### config.mk
export PLATFORM = sky130hd
export DESIGN_NAME = lmpa_regs
export DESIGN_NICKNAME = d
export VERILOG_FILES = /design/src/shared/lmpa_pkg.sv /design/src/rtl/lmpa_regs.sv
export VERILOG_INCLUDE_DIRS = /design/src /design/src/shared
export SDC_FILE = /design/constraint.sdc
export NUM_CORES = 2
export LEC_CHECK = 0
export BUFFER_PORTS_ARGS = -buffer_cell sky130_fd_sc_hd__buf_4
export CORE_UTILIZATION = 40
export DETAILED_ROUTE_END_ITERATION = 6
export GPL_TIMING_DRIVEN = 0
export PLACE_DENSITY = 0.64
export SYNTH_ARGS = -nofsm -noshare
export SYNTH_HDL_FRONTEND = slang
export SYNTH_SLANG_ARGS = --single-unit
### constraint.sdc
create_clock -name ref_clk -period 8.59 [get_ports ref_clk]
set_clock_uncertainty 0.2 [all_clocks]
set_input_delay 0.4295 -clock ref_clk [delete_from_list [all_inputs] [get_ports ref_clk]]
set_output_delay 0.4295 -clock ref_clk [all_outputs]
set_load 0.01 [all_outputs]
### src/shared/lmpa_consts.svh
`ifndef LMPA_CONSTS_SVH
`define LMPA_CONSTS_SVH
// register indices (printed offsets are not all multiples of four)
`define LMPA_IDX_DIE_TEMPERATURE 8'h99
`define LMPA_IDX_BANDGAP_TRIM 8'h9a
`define LMPA_IDX_ALARM_COUNT 8'h9f
`define LMPA_IDX_POLE_PAIR2_LOW 8'ha0
`define LMPA_IDX_POLE_PAIR1_LOW 8'ha1
`define LMPA_IDX_POLE_PAIR3_LOW 8'ha2
`define LMPA_IDX_POLE_PAIRS12_MID 8'ha3
`define LMPA_IDX_POLE_TOP_ENABLE 8'ha4
`define LMPA_IDX_THRESH_PAIR2 8'ha5
`define LMPA_IDX_THRESH_PAIR1 8'ha6
`define LMPA_IDX_THRESH_PAIR3 8'ha7
`define LMPA_IDX_IMP_RES_SELECT 8'ha8
`define LMPA_IDX_IMP_LOOP_CTRL 8'ha9
`define LMPA_IDX_POLARITY 8'h91
`define LMPA_IDX_VOLT_PEAK_HIGH 8'hb8
`define LMPA_IDX_VOLT_PEAK_LOW 8'hb9
`define LMPA_IDX_CURR_PEAK_HIGH 8'hba
`define LMPA_IDX_CURR_PEAK_LOW 8'hbb
`define LMPA_IDX_IRQ_STATUS 8'hbc
`define LMPA_IDX_IRQ_ENABLE 8'hbd
`define LMPA_IDX_IRQ_CLEAR 8'hbe
// field positions, temperature offset and alarm counter ceiling
`define LMPA_PEAK_TRACK_BIT 5
`define LMPA_FEEDBACK_DISABLE_BIT 6
`define LMPA_FILTER_ENABLE_BIT 7
`define LMPA_TEMP_OFFSET 8'd67
`define LMPA_ALARM_MAX 8'hff
// reset values
`define LMPA_RST_BYTE 8'h00
`endif

### src/shared/lmpa_pkg.sv
package lmpa_pkg;
	// apb request as seen by the slave
	typedef struct packed {
		logic psel;
		logic penable;
		logic pwrite;
		logic [31:0] paddr;
		logic [31:0] pwdata;
	} lmpa_apb_req_t;

	// impedance matching resistor settings
	typedef enum logic [3:0] {
		LMPA_R600 = 4'h0,
		LMPA_R900 = 4'h1,
		LMPA_R270 = 4'h2,
		LMPA_R200 = 4'h3,
		LMPA_R100 = 4'h4,
		LMPA_R370 = 4'h5,
		LMPA_R220 = 4'h6,
		LMPA_R320 = 4'h7,
		LMPA_RUNUSED = 4'hf
	} lmpa_res_t;

	// whole register state of the block
	typedef struct packed {
		logic [7:0] trim;
		logic [7:0] alarm_count;
		logic [12:0] pole1;
		logic [12:0] pole2;
		logic [12:0] pole3;
		logic filter_en;
		logic [7:0] limit1;
		logic [7:0] limit2;
		logic [7:0] limit3;
		logic [3:0] res_sel;
		logic loop_dis;
		logic [7:0] polarity;
		logic track_q;
		logic [11:0] vmax;
		logic [11:0] vmin;
		logic [11:0] vswing;
		logic [11:0] imax;
		logic [11:0] imin;
		logic [11:0] iswing;
		logic flag_v_q;
		logic flag_i_q;
		logic [19:0] est1;
		logic [19:0] est2;
		logic [19:0] est3;
		logic [2:0] alarm;
		logic [3:0] irq_stat;
		logic [3:0] irq_en;
		logic irq;
		logic pready;
		logic pslverr;
		logic [31:0] prdata;
		lmpa_res_t res_code;
	} lmpa_state_t;
endpackage : lmpa_pkg

### src/rtl/lmpa_regs.sv
// Implementation choice: the APB interface to the registers.
`timescale 1ns/1ps
`include "lmpa_consts.svh"
// Functional notes
// - die temperature read-only code; degrees equal code minus 67.
// - eight-bit bandgap trim, resets to zero, software writable.
// - both peak results clear when peak-track bit rises 0 to 1.
// - while peak-track is 1, detectors keep updating with new peaks.
// - when peak-track returns to 0, results freeze until set again.
// - voltage result is (largest positive plus largest negative peak) over 2.
// - current result is (largest positive plus largest negative peak) halved.
// - 12-bit result split: 11:4 main byte, 3:0 upper nibble of extra byte.
// - alarm counter increments on rising edge of either supply flag.
// - alarm counter saturates at 255, never wraps.
// - reading the alarm counter returns its value then subtracts it; flag rises after the read's setup are kept.
// - alarms from converter overvoltage, low supply voltage, high supply current.
// - pole coefficients 13 bits: low byte, shared mid nibble, shared top bit.
// - power filter runs only while its enable bit is 1.
// - feedback disable bit 6 opens impedance feedback loop; default 0 active.
// - peak-track is bit 5 of polarity register; 1 tracks, 0 holds, a 0 to 1 rise clears.
module lmpa_regs #(
	parameter int SAMPLE_W = 12
) (
	input wire logic ref_clk,
	input wire logic rst_n,
	input wire logic psel,
	input wire logic penable,
	input wire logic pwrite,
	input wire logic [31:0] paddr,
	input wire logic [31:0] pwdata,
	output logic [31:0] prdata,
	output logic pready,
	output logic pslverr,
	input wire logic [7:0] die_heat_code,
	input wire logic [SAMPLE_W-1:0] loop_voltage_sample,
	input wire logic loop_voltage_negative,
	input wire logic [SAMPLE_W-1:0] loop_current_sample,
	input wire logic loop_current_negative,
	input wire logic converter_overvoltage,
	input wire logic low_supply_voltage_flag,
	input wire logic high_supply_current_flag,
	input wire logic [7:0] pair1_power,
	input wire logic [7:0] pair2_power,
	input wire logic [7:0] pair3_power,
	output logic [7:0] reference_trim,
	output logic [3:0] matching_resistor_select,
	output logic [3:0] matching_resistor_code,
	output logic feedback_loop_disable,
	output logic [2:0] power_alarm,
	output logic irq
);
	lmpa_pkg::lmpa_state_t s;
	lmpa_pkg::lmpa_state_t next_s;

	// ----------------------------------------------------------------
	// helpers
	// ----------------------------------------------------------------
	// word address to register index; misaligned or high bits unmapped
	function automatic logic [8:0] reg_index(input logic [31:0] a);
		if (a[1:0] != 2'b00 || a[31:10] != 22'h0) begin
			return 9'h100;
		end
		return {1'b0, a[9:2]};
	endfunction : reg_index

	// any index that answers without an error
	function automatic logic reg_mapped(input logic [8:0] i);
		unique case (i)
			9'(`LMPA_IDX_DIE_TEMPERATURE), 9'(`LMPA_IDX_BANDGAP_TRIM),
			9'(`LMPA_IDX_ALARM_COUNT), 9'(`LMPA_IDX_POLE_PAIR2_LOW),
			9'(`LMPA_IDX_POLE_PAIR1_LOW), 9'(`LMPA_IDX_POLE_PAIR3_LOW),
			9'(`LMPA_IDX_POLE_PAIRS12_MID), 9'(`LMPA_IDX_POLE_TOP_ENABLE),
			9'(`LMPA_IDX_THRESH_PAIR2), 9'(`LMPA_IDX_THRESH_PAIR1),
			9'(`LMPA_IDX_THRESH_PAIR3), 9'(`LMPA_IDX_IMP_RES_SELECT),
			9'(`LMPA_IDX_IMP_LOOP_CTRL), 9'(`LMPA_IDX_POLARITY),
			9'(`LMPA_IDX_VOLT_PEAK_HIGH), 9'(`LMPA_IDX_VOLT_PEAK_LOW),
			9'(`LMPA_IDX_CURR_PEAK_HIGH), 9'(`LMPA_IDX_CURR_PEAK_LOW),
			9'(`LMPA_IDX_IRQ_STATUS), 9'(`LMPA_IDX_IRQ_ENABLE),
			9'(`LMPA_IDX_IRQ_CLEAR): return 1'b1;
			default: return 1'b0;
		endcase
	endfunction : reg_mapped

	// one-pole filter: est = est*pole/2^13 + sample - sample/2^13, in 20-bit fixed point
	function automatic logic [19:0] lpf_step(input logic [19:0] est,
			input logic [12:0] pole, input logic [7:0] p);
		logic [32:0] prod;
		prod = {13'h0, est} * {20'h0, pole};
		return 20'(prod[32:13]) + {p, 12'h0} - 20'({p, 12'h0} >> 13);
	endfunction : lpf_step

	// (max positive + max negative) / 2 with a carry bit kept
	function automatic logic [11:0] half_sum(input logic [11:0] a, input logic [11:0] b);
		logic [12:0] sum;
		sum = {1'b0, a} + {1'b0, b};
		return sum[12:1];
	endfunction : half_sum

	// ----------------------------------------------------------------
	// next-state logic
	// ----------------------------------------------------------------
	logic [8:0] idx;
	logic wr_en;
	logic rd_en;
	logic track_rise;
	logic [3:0] events;
	logic [11:0] vs;
	logic [11:0] is;

	always_comb begin
		next_s = s;
		idx = reg_index(paddr);
		wr_en = psel && penable && pwrite;
		rd_en = psel && penable && !pwrite;
		vs = 12'(loop_voltage_sample);
		is = 12'(loop_current_sample);
		next_s.pready = psel && !penable; // one wait-free access phase
		// error decided at setup so that it stands together with pready
		next_s.pslverr = psel && !penable && !reg_mapped(idx);
		next_s.prdata = 32'h0;

		// register writes
		if (wr_en && s.pready) begin
			unique case (idx)
				9'(`LMPA_IDX_BANDGAP_TRIM): next_s.trim = pwdata[7:0];
				9'(`LMPA_IDX_POLE_PAIR2_LOW): next_s.pole2[7:0] = pwdata[7:0];
				9'(`LMPA_IDX_POLE_PAIR1_LOW): next_s.pole1[7:0] = pwdata[7:0];
				9'(`LMPA_IDX_POLE_PAIR3_LOW): next_s.pole3[7:0] = pwdata[7:0];
				9'(`LMPA_IDX_POLE_PAIRS12_MID): begin
					next_s.pole1[11:8] = pwdata[7:4];
					next_s.pole2[11:8] = pwdata[3:0];
				end
				9'(`LMPA_IDX_POLE_TOP_ENABLE): begin
					next_s.filter_en = pwdata[`LMPA_FILTER_ENABLE_BIT];
					next_s.pole3[12] = pwdata[6];
					next_s.pole1[12] = pwdata[5];
					next_s.pole2[12] = pwdata[4];
					next_s.pole3[11:8] = pwdata[3:0];
				end
				9'(`LMPA_IDX_THRESH_PAIR2): next_s.limit2 = pwdata[7:0];
				9'(`LMPA_IDX_THRESH_PAIR1): next_s.limit1 = pwdata[7:0];
				9'(`LMPA_IDX_THRESH_PAIR3): next_s.limit3 = pwdata[7:0];
				9'(`LMPA_IDX_IMP_RES_SELECT): next_s.res_sel = pwdata[3:0];
				9'(`LMPA_IDX_IMP_LOOP_CTRL):
					next_s.loop_dis = pwdata[`LMPA_FEEDBACK_DISABLE_BIT];
				9'(`LMPA_IDX_POLARITY): next_s.polarity = pwdata[7:0];
				9'(`LMPA_IDX_IRQ_ENABLE): next_s.irq_en = pwdata[3:0];
				9'(`LMPA_IDX_IRQ_CLEAR): next_s.irq_stat = s.irq_stat & ~pwdata[3:0];
				9'(`LMPA_IDX_DIE_TEMPERATURE), 9'(`LMPA_IDX_ALARM_COUNT),
				9'(`LMPA_IDX_VOLT_PEAK_HIGH), 9'(`LMPA_IDX_VOLT_PEAK_LOW),
				9'(`LMPA_IDX_CURR_PEAK_HIGH), 9'(`LMPA_IDX_CURR_PEAK_LOW),
				9'(`LMPA_IDX_IRQ_STATUS): ; // read-only, write ignored
				default: ;
			endcase
		end

		// read data captured at setup so it stands with pready in the access cycle
		if (psel && !penable && !pwrite) begin
			unique case (idx)
				9'(`LMPA_IDX_DIE_TEMPERATURE): next_s.prdata[7:0] = die_heat_code;
				9'(`LMPA_IDX_BANDGAP_TRIM): next_s.prdata[7:0] = s.trim;
				9'(`LMPA_IDX_ALARM_COUNT): next_s.prdata[7:0] = s.alarm_count;
				9'(`LMPA_IDX_POLE_PAIR2_LOW): next_s.prdata[7:0] = s.pole2[7:0];
				9'(`LMPA_IDX_POLE_PAIR1_LOW): next_s.prdata[7:0] = s.pole1[7:0];
				9'(`LMPA_IDX_POLE_PAIR3_LOW): next_s.prdata[7:0] = s.pole3[7:0];
				9'(`LMPA_IDX_POLE_PAIRS12_MID):
					next_s.prdata[7:0] = {s.pole1[11:8], s.pole2[11:8]};
				9'(`LMPA_IDX_POLE_TOP_ENABLE): next_s.prdata[7:0] =
					{s.filter_en, s.pole3[12], s.pole1[12], s.pole2[12], s.pole3[11:8]};
				9'(`LMPA_IDX_THRESH_PAIR2): next_s.prdata[7:0] = s.limit2;
				9'(`LMPA_IDX_THRESH_PAIR1): next_s.prdata[7:0] = s.limit1;
				9'(`LMPA_IDX_THRESH_PAIR3): next_s.prdata[7:0] = s.limit3;
				9'(`LMPA_IDX_IMP_RES_SELECT): next_s.prdata[7:0] = {4'h0, s.res_sel};
				9'(`LMPA_IDX_IMP_LOOP_CTRL):
					next_s.prdata[7:0] = {1'b0, s.loop_dis, 6'h0};
				9'(`LMPA_IDX_POLARITY): next_s.prdata[7:0] = s.polarity;
				9'(`LMPA_IDX_VOLT_PEAK_HIGH): next_s.prdata[7:0] = s.vswing[11:4];
				9'(`LMPA_IDX_VOLT_PEAK_LOW):
					next_s.prdata[7:0] = {s.vswing[3:0], 4'h0};
				9'(`LMPA_IDX_CURR_PEAK_HIGH): next_s.prdata[7:0] = s.iswing[11:4];
				9'(`LMPA_IDX_CURR_PEAK_LOW):
					next_s.prdata[7:0] = {s.iswing[3:0], 4'h0};
				9'(`LMPA_IDX_IRQ_STATUS): next_s.prdata[7:0] = {4'h0, s.irq_stat};
				9'(`LMPA_IDX_IRQ_ENABLE): next_s.prdata[7:0] = {4'h0, s.irq_en};
				9'(`LMPA_IDX_IRQ_CLEAR): next_s.prdata = 32'h0; // write-only
				default: ;
			endcase
		end

		// ------------------------------------------------------------
		// peak detectors
		// ------------------------------------------------------------
		// rising edge of track bit clears; tracking updates; low holds
		next_s.track_q = s.polarity[`LMPA_PEAK_TRACK_BIT];
		track_rise = s.polarity[`LMPA_PEAK_TRACK_BIT] && !s.track_q;
		if (track_rise) begin
			next_s.vmax = 12'h0;
			next_s.vmin = 12'h0;
			next_s.imax = 12'h0;
			next_s.imin = 12'h0;
			next_s.vswing = 12'h0;
			next_s.iswing = 12'h0;
		end else if (s.polarity[`LMPA_PEAK_TRACK_BIT]) begin
			if (!loop_voltage_negative && vs > s.vmax) next_s.vmax = vs;
			if (loop_voltage_negative && vs > s.vmin) next_s.vmin = vs;
			if (!loop_current_negative && is > s.imax) next_s.imax = is;
			if (loop_current_negative && is > s.imin) next_s.imin = is;
			next_s.vswing = half_sum(s.vmax, s.vmin);
			next_s.iswing = half_sum(s.imax, s.imin);
		end // else results held

		// ------------------------------------------------------------
		// power alarm counter and thermal filter
		// ------------------------------------------------------------
		next_s.flag_v_q = low_supply_voltage_flag;
		next_s.flag_i_q = high_supply_current_flag;
		events[0] = low_supply_voltage_flag && !s.flag_v_q;
		events[1] = high_supply_current_flag && !s.flag_i_q;
		events[2] = converter_overvoltage;
		// read clears only what was reported; later events are kept
		if (rd_en && s.pready && idx == 9'(`LMPA_IDX_ALARM_COUNT)) begin
			next_s.alarm_count = s.alarm_count - s.prdata[7:0]
				+ {7'h0, events[1:0] != 2'b00};
		end else if ((events[1:0] != 2'b00) && s.alarm_count != `LMPA_ALARM_MAX) begin
			next_s.alarm_count = s.alarm_count + 8'h01;
		end
		if (s.filter_en) begin
			next_s.est1 = lpf_step(s.est1, s.pole1, pair1_power);
			next_s.est2 = lpf_step(s.est2, s.pole2, pair2_power);
			next_s.est3 = lpf_step(s.est3, s.pole3, pair3_power);
		end else begin
			next_s.est1 = {pair1_power, 12'h0};
			next_s.est2 = {pair2_power, 12'h0};
			next_s.est3 = {pair3_power, 12'h0};
		end
		next_s.alarm[0] = s.est1[19:12] > s.limit1;
		next_s.alarm[1] = s.est2[19:12] > s.limit2;
		next_s.alarm[2] = s.est3[19:12] > s.limit3;
		events[3] = (s.alarm != 3'b000);

		// sticky interrupt status; a set beats a same-cycle clear
		next_s.irq_stat = next_s.irq_stat | events;
		next_s.irq = (s.irq_stat & s.irq_en) != 4'h0;

		// resistor decode
		unique case (s.res_sel)
			4'h0, 4'h2: next_s.res_code = lmpa_pkg::LMPA_R600;
			4'h1, 4'h3: next_s.res_code = lmpa_pkg::LMPA_R900;
			4'h4: next_s.res_code = lmpa_pkg::LMPA_R270;
			4'h5, 4'h6: next_s.res_code = lmpa_pkg::LMPA_R200;
			4'h7: next_s.res_code = lmpa_pkg::LMPA_R100;
			4'h8: next_s.res_code = lmpa_pkg::LMPA_R370;
			4'h9, 4'hb: next_s.res_code = lmpa_pkg::LMPA_R220;
			4'ha: next_s.res_code = lmpa_pkg::LMPA_R320;
			default: next_s.res_code = lmpa_pkg::LMPA_RUNUSED;
		endcase
	end

	// ----------------------------------------------------------------
	// state register
	// ----------------------------------------------------------------
	// synchronous reset: every field to zero
	always_ff @(posedge ref_clk) begin
		if (!rst_n) begin
			s <= '0;
		end else begin
			s <= next_s;
		end
	end

	// outputs straight from flip-flops
	assign prdata = s.prdata;
	assign pready = s.pready;
	assign pslverr = s.pslverr;
	assign reference_trim = s.trim;
	assign matching_resistor_select = s.res_sel;
	assign matching_resistor_code = s.res_code;
	assign feedback_loop_disable = s.loop_dis;
	assign power_alarm = s.alarm;
	assign irq = s.irq;
endmodule : lmpa_regs

# Word-level counts from Yosys, hierarchy flattened
# Memory sizes are Yosys's and may differ from the RTL's. A register that Yosys moved wholly into a read port is not among the register bits.
# Cells that the tools add are included.
[op_classes]
n_eq_ne = 22
bitwise = 5
n_reduce_logical = 54
add_sub_neg = 11
order_cmp = 7
mul = 3
n_mux = 11
[ops]
columns = ["operator", "n"]
rows = [
  ["== test 9 x 8 -> 1 bit, second input constant", 21],
  ["one-hot mux 8 bit (20 select lines)", 1],
  ["multiplier 20 x 13 -> 33 bit", 3],
  ["adder 20 bit", 3],
  ["2-to-1 mux 60 bit", 1],
  ["subtractor 20 x 7 -> 20 bit", 3],
  ["> comparator 12 bit", 4],
  ["AND reduction 2 bit", 19],
  ["adder 12 x 12 -> 13 bit", 2],
  ["> comparator 8 bit", 3],
  ["2-to-1 mux 8 bit", 3],
  ["nonzero test 22 bit", 1],
  ["OR reduction 21 bit", 1],
  ["2-to-1 mux 9 bit", 2],
  ["logical AND 1 bit", 17],
  ["logical NOT 1 bit", 9],
  ["adder 8 x 1 -> 8 bit", 1],
  ["adder 8 x 1 -> 8 bit, second input constant", 1],
  ["bitwise AND 4 bit", 2],
  ["2-to-1 mux 4 bit", 2],
  ["!= test 8 bit, second input constant", 1],
  ["subtractor 8 bit", 1],
  ["nonzero test 2 bit", 3],
  ["inverter 4 bit", 1],
  ["7 further kinds", 8],
]
[totals]
memories = 1
reg_bits = 274
mem_bits_ro = 64
[memory_table]
columns = ["name", "words", "width", "read_ports", "rd_clocked_by_memory_dff", "wr", "line", "rtl"]
rows = [
  ["(no name shown)", 16, 4, 1, 1, 0, "lmpa_regs.sv:246", "unique case (s.res_sel)"],
]

# Depth between registers and ports, before layout
[depth]
word_depth = 9
ltp_mapped = 36
mapped_depth_nobuf = 35

# Worst setup path after synthesis
# OpenSTA, ideal clock, no wires.
[synth_path]
path_kind = "flip-flop to flip-flop"
start = "register s[250] in the netlist's numbering"
end = "register s[109] in the netlist's numbering"
path_buffers = 2
synth_period_minus_slack_ns = 7.770
stages_incl_launch_ff = 34
setup_time_ns = 0.131
arrival_ns = 7.440
setup_slack_ns = 0.820
cell_sequence = "dfxtp_1 clkbuf_1 clkbuf_1 nand2_1 fa_1 fa_1 inv_1 fa_1 fa_1 inv_1 fa_1 inv_1 ha_1 a21o_1 a22o_1 a21o_1 a41oi_1 nor2b_1 nor2_1 nor2b_1 nor2_1 xnor2_1 inv_1 ha_1 or4_1 o22ai_1 o21a_1 o21ai_0 nor4b_1 o41ai_1 o21a_1 o21ai_0 xnor2_1 a21oi_1"
[synth_between]
elab_chain_cells = 4
[synth_rtl]
columns = ["item", "line", "rtl"]
rows = [
  ["start, declared", "lmpa_regs.sv:52", "lmpa_pkg::lmpa_state_t s;"],
  ["start signal, assigned", "lmpa_regs.sv:267", "s <= next_s;"],
  ["multiplier 20 x 13 -> 33 bit", "lmpa_regs.sv:88", "prod = {13'h0, est} * {20'h0, pole};"],
  ["adder 20 bit", "lmpa_regs.sv:89", "return 20'(prod[32:13]) + {p, 12'h0} - 20'({p, 12'h0} >> 13);"],
  ["subtractor 20 x 7 -> 20 bit", "lmpa_regs.sv:89", ""],
  ["2-to-1 mux 60 bit", "lmpa_regs.sv:227", "if (s.filter_en) begin"],
]
# Every way passes these cells.
# A chain may end at the register's enable or synchronous reset.

# Worst setup path after layout
[layout_path]
start = "register s[61] in the netlist's numbering"
end = "register s[69] in the netlist's numbering"
# The elaborated chain is that of the path after synthesis.

==> flow_summary.toml <==
[outcome]
run_status = "finished, final reports clean"

[synthesis]
synth_top_cell_area_share_pct = 30.0
ys_ff_latch = 254
synth_top_flop_cell = "dfxtp_1"
cell_type_contributing_the_most_total_cell_area_after_synthesis = "fa_1"
yosysWarnings = 0
synthDistinctLibCells = 75
leading_cell_types_by_count_after_synthesis = "inv_1, nand2_1, fa_1, ha_1, and2_1"
synthCells = 4718
portion_of_the_post_synthesis_area_used_by_sequential_elements_pct = 12.8
synth_area_um2 = 39800
number_of_flops_mapped_to_enable_cells_by_yosys = 0
per_instance_average_area_after_synthesis_um2 = 8.43
synthMostInstantiatedCell = "inv_1"
asyncSetResetFlopFracSynth_pct = 0
synth.top_cells.by_area = "fa_1, ha_1, dfxtp_1, inv_1, nand2_1"

[power_and_ir_drop]
leakage_nw = 21.6
power.ir.vdd_worst_mv = 0.108
p_per_area_nw_per_um2 = 71.1

[worst_setup_path]
regToRegSetupSlack_ns = 0.30
crit_path_most_repeated_cell = "fa_1"
path_class = "reg2reg"
timing.critical_path.to_type = "flop"
cp_top_family = "adder cells"
critPathArrivalTime_ns = 8.59
critPathCapture = "s[69]"
worst_r2r_path_depth = 31
worstPathRequired_ns = 8.89
crit-reg2reg-capture = "s[69]"
critPathLaunchType = "flop"
timing.critical_path.slowest_stage_cell = "fa_1"
cp.depth = 31
first_element_of_the_critical_path = "s[61]"
crit_fanout = 10
critical_path.reg2reg.startpoint = "s[61]"
cpPeakStageDelay_ns = 0.54
path_buf_inv = 5

[cts]
cts_sinks = 254
clk_root_buffer_cell = "clkbuf_16"
clkLatencyLatePin_ns = 0.58
clkSlewWorstSetupHoldPaths_ns = 0.06
clock_tree.buffer_depth = 3
cts-buffers-inserted = 34
clock_tree_from_tritoncts = "yes"
htree_levels = 2

[floorplan]
fp.dieArea_um2 = 101000
core_area_um2 = 98400
die-width_um = 317
number_of_top_level_pins = 185
initial_core_util_pct = 40.4
core.rowCount = 115
floorplan.die.height_um = 317

[sta]
timing.final.setup_violations = 0
hold_viol = 0
final_min_period_over_clock_period_pct = 96.5
final_period_minus_worst_setup_slack_ns = 8.29
hold_ws_ns = 0.0941
max-slew-margin-rel_pct = 5.81
max_slew.worst_pin.slew_ns = 1.41
maxSlewViolCount = 0
maxClockFrequency_mhz = 121

[finish]
stdcell_count = 6293
drive_above_1_share_pct = 10.0
finalNetCount = 6128
final_util_pct = 45.9
flow.area_growth_from_synthesis_pct = 13.5

[global_routing]
antenna_violations_before_repair = 16
globalRouteOverflowTotal = 0
globalRouteTotalUtil_pct = 24.5
grt_pass1_vias = 33285
maximum_number_of_pins_on_one_net_before_global_route_repair = 20
grt_first_pass_wirelength_mm = 188

[place]
port-buffer-count = 131
place.detailed.instances = 6161
finalWeightedCongestion = 0.982
hpwlAfterDp_mm = 99.6

[routing]
drtPass1Iterations = 6
ant_nets = 0
routedWlPerCell_um = 19.3
drt_first_iter_violations = 2294
remaining_drc_errors = 0
wirelength_mm = 122
vias = 33016
route.detailed.vias_per_inst = 5.25

[worst_hold_path]
hp-class = "in2reg"
hold-path-cell-count = 3

[flow_run]
max_capacitance_violation_total = 0
[metal layers]
metal / part of all wire, % / vias up / global-route usage, %
met5: 0.075 / - / 0
met4: 4.4 / 14 / 9.49
met3: 8.4 / 240 / 4.73
met2: 45 / 1210 / 38.7
met1: 43 / 16317 / 33.0
li1: - / 15235 / -
[per-stage QoR]
stage	setup slack, ns	setup TNS [ns]	cell area (µm²)	power (mW)
floorplan	0.820	0	39900	1.44
global placement	-1.09	-7.85	42500	1.59
detailed placement	-0.837	-5.58	42500	1.60
CTS	0.00119	0	44500	3.22
global route	-0.0449	-0.130	45100	3.31
finish	0.300	0	45100	3.21
[worst register-to-register path: cells and delay by family, from the launching register on]
| family | cells | cell delay, ns |
|---|---|---|
| flops | 1 | 0.47 |
| mux | 3 | 0.77 |
| buf+inv | 5 | 0.63 |
| simple gates | 5 | 1.06 |
| compound gates | 11 | 2.01 |
| fa+ha+maj | 7 | 3.10 |
[worst min-delay path by stage]
stage / from / end / slack, ns
after floorplan: s[187] / s[187] / 0.23
final: pair1_power[7] / s[109] / 0.09
after global routing: pair1_power[7] / s[109] / 0.1
after detailed placement: s[185] / s[185] / 0.24
after global placement: s[209] / s[209] / 0.24
after CTS: pair1_power[7] / s[109] / 0.04
[cells by family after synthesis]
group / Yosys count / synth area share [%]
DFF: 254 / 12.8
and+or+nand+nor: 1527 / 18.2
xor gates and xnor gates: 122 / 2.69
AOI/OAI and AO/OA: 535 / 8.70
muxes: 107 / 2.83
adders and majority gates: 1023 / 43.4
other: 1 / 0.00943
buffers and inverters: 1149 / 11.3
[layout by cell type, fill, tap and decap left out, types with 24 or more instances in the layout]
master	instances
inv_1	881
nand2_1	640
fa_1	594
ha_1	415
and2_1	339
nor2_1	241
dfxtp_1	241
buf_4	206
a21oi_1	180
mux2i_1	97
xnor2_1	86
clkbuf_1	86
o21ai_0	77
nand3_1	74
clkbuf_2	73
dlygate4sd3_1	55
a21o_1	49
nor3_1	45
xor2_1	34
clkbuf_16	34
nand4_1	33
nor2b_1	33
o21a_1	28
nand2b_1	24
conb_1	24
[registers in the layout, summed over array words and instances (netlist names)]
register and flops:
feedback_loop_disable 1, irq 1, matching_resistor_code 4, matching_resistor_select 4
next_s 1, power_alarm 3, prdata 8, pready 1
pslverr 1, reference_trim 8, s 222
[report_power, final]
group | switching [mW] | internal [mW]
Clock | 0.633 | 0.958
Sequential | 0.0216 | 1.19
Combinational | 0.237 | 0.169
[final cells by class]
type | count | area, µm²
multi-input cells | 3338 | 30800
well taps | 1287 | 1610
clock inverters | 17 | 259
flip-flops and latches | 254 | 5100
plain buffers | 265 | 1440
fillers | 9726 | 53300
clock buffers | 44 | 968
diodes | 6 | 15.0
repair buffers | 201 | 1640
inverters | 881 | 3310
[what timing repair did]
| item | in CTS | in global routing |
|---|---|---|
| endpoints found under the hold margin | 82 | 0 |
| setup endpoints to repair | 18 | 20 |
| buffers inserted | 4 | 10 |
| hold buffers | 55 | 0 |
| pin swaps | 4 | 40 |
| gates resized for setup | 103 | 268 |
Note: power is estimated with default switching activity, not from simulation.
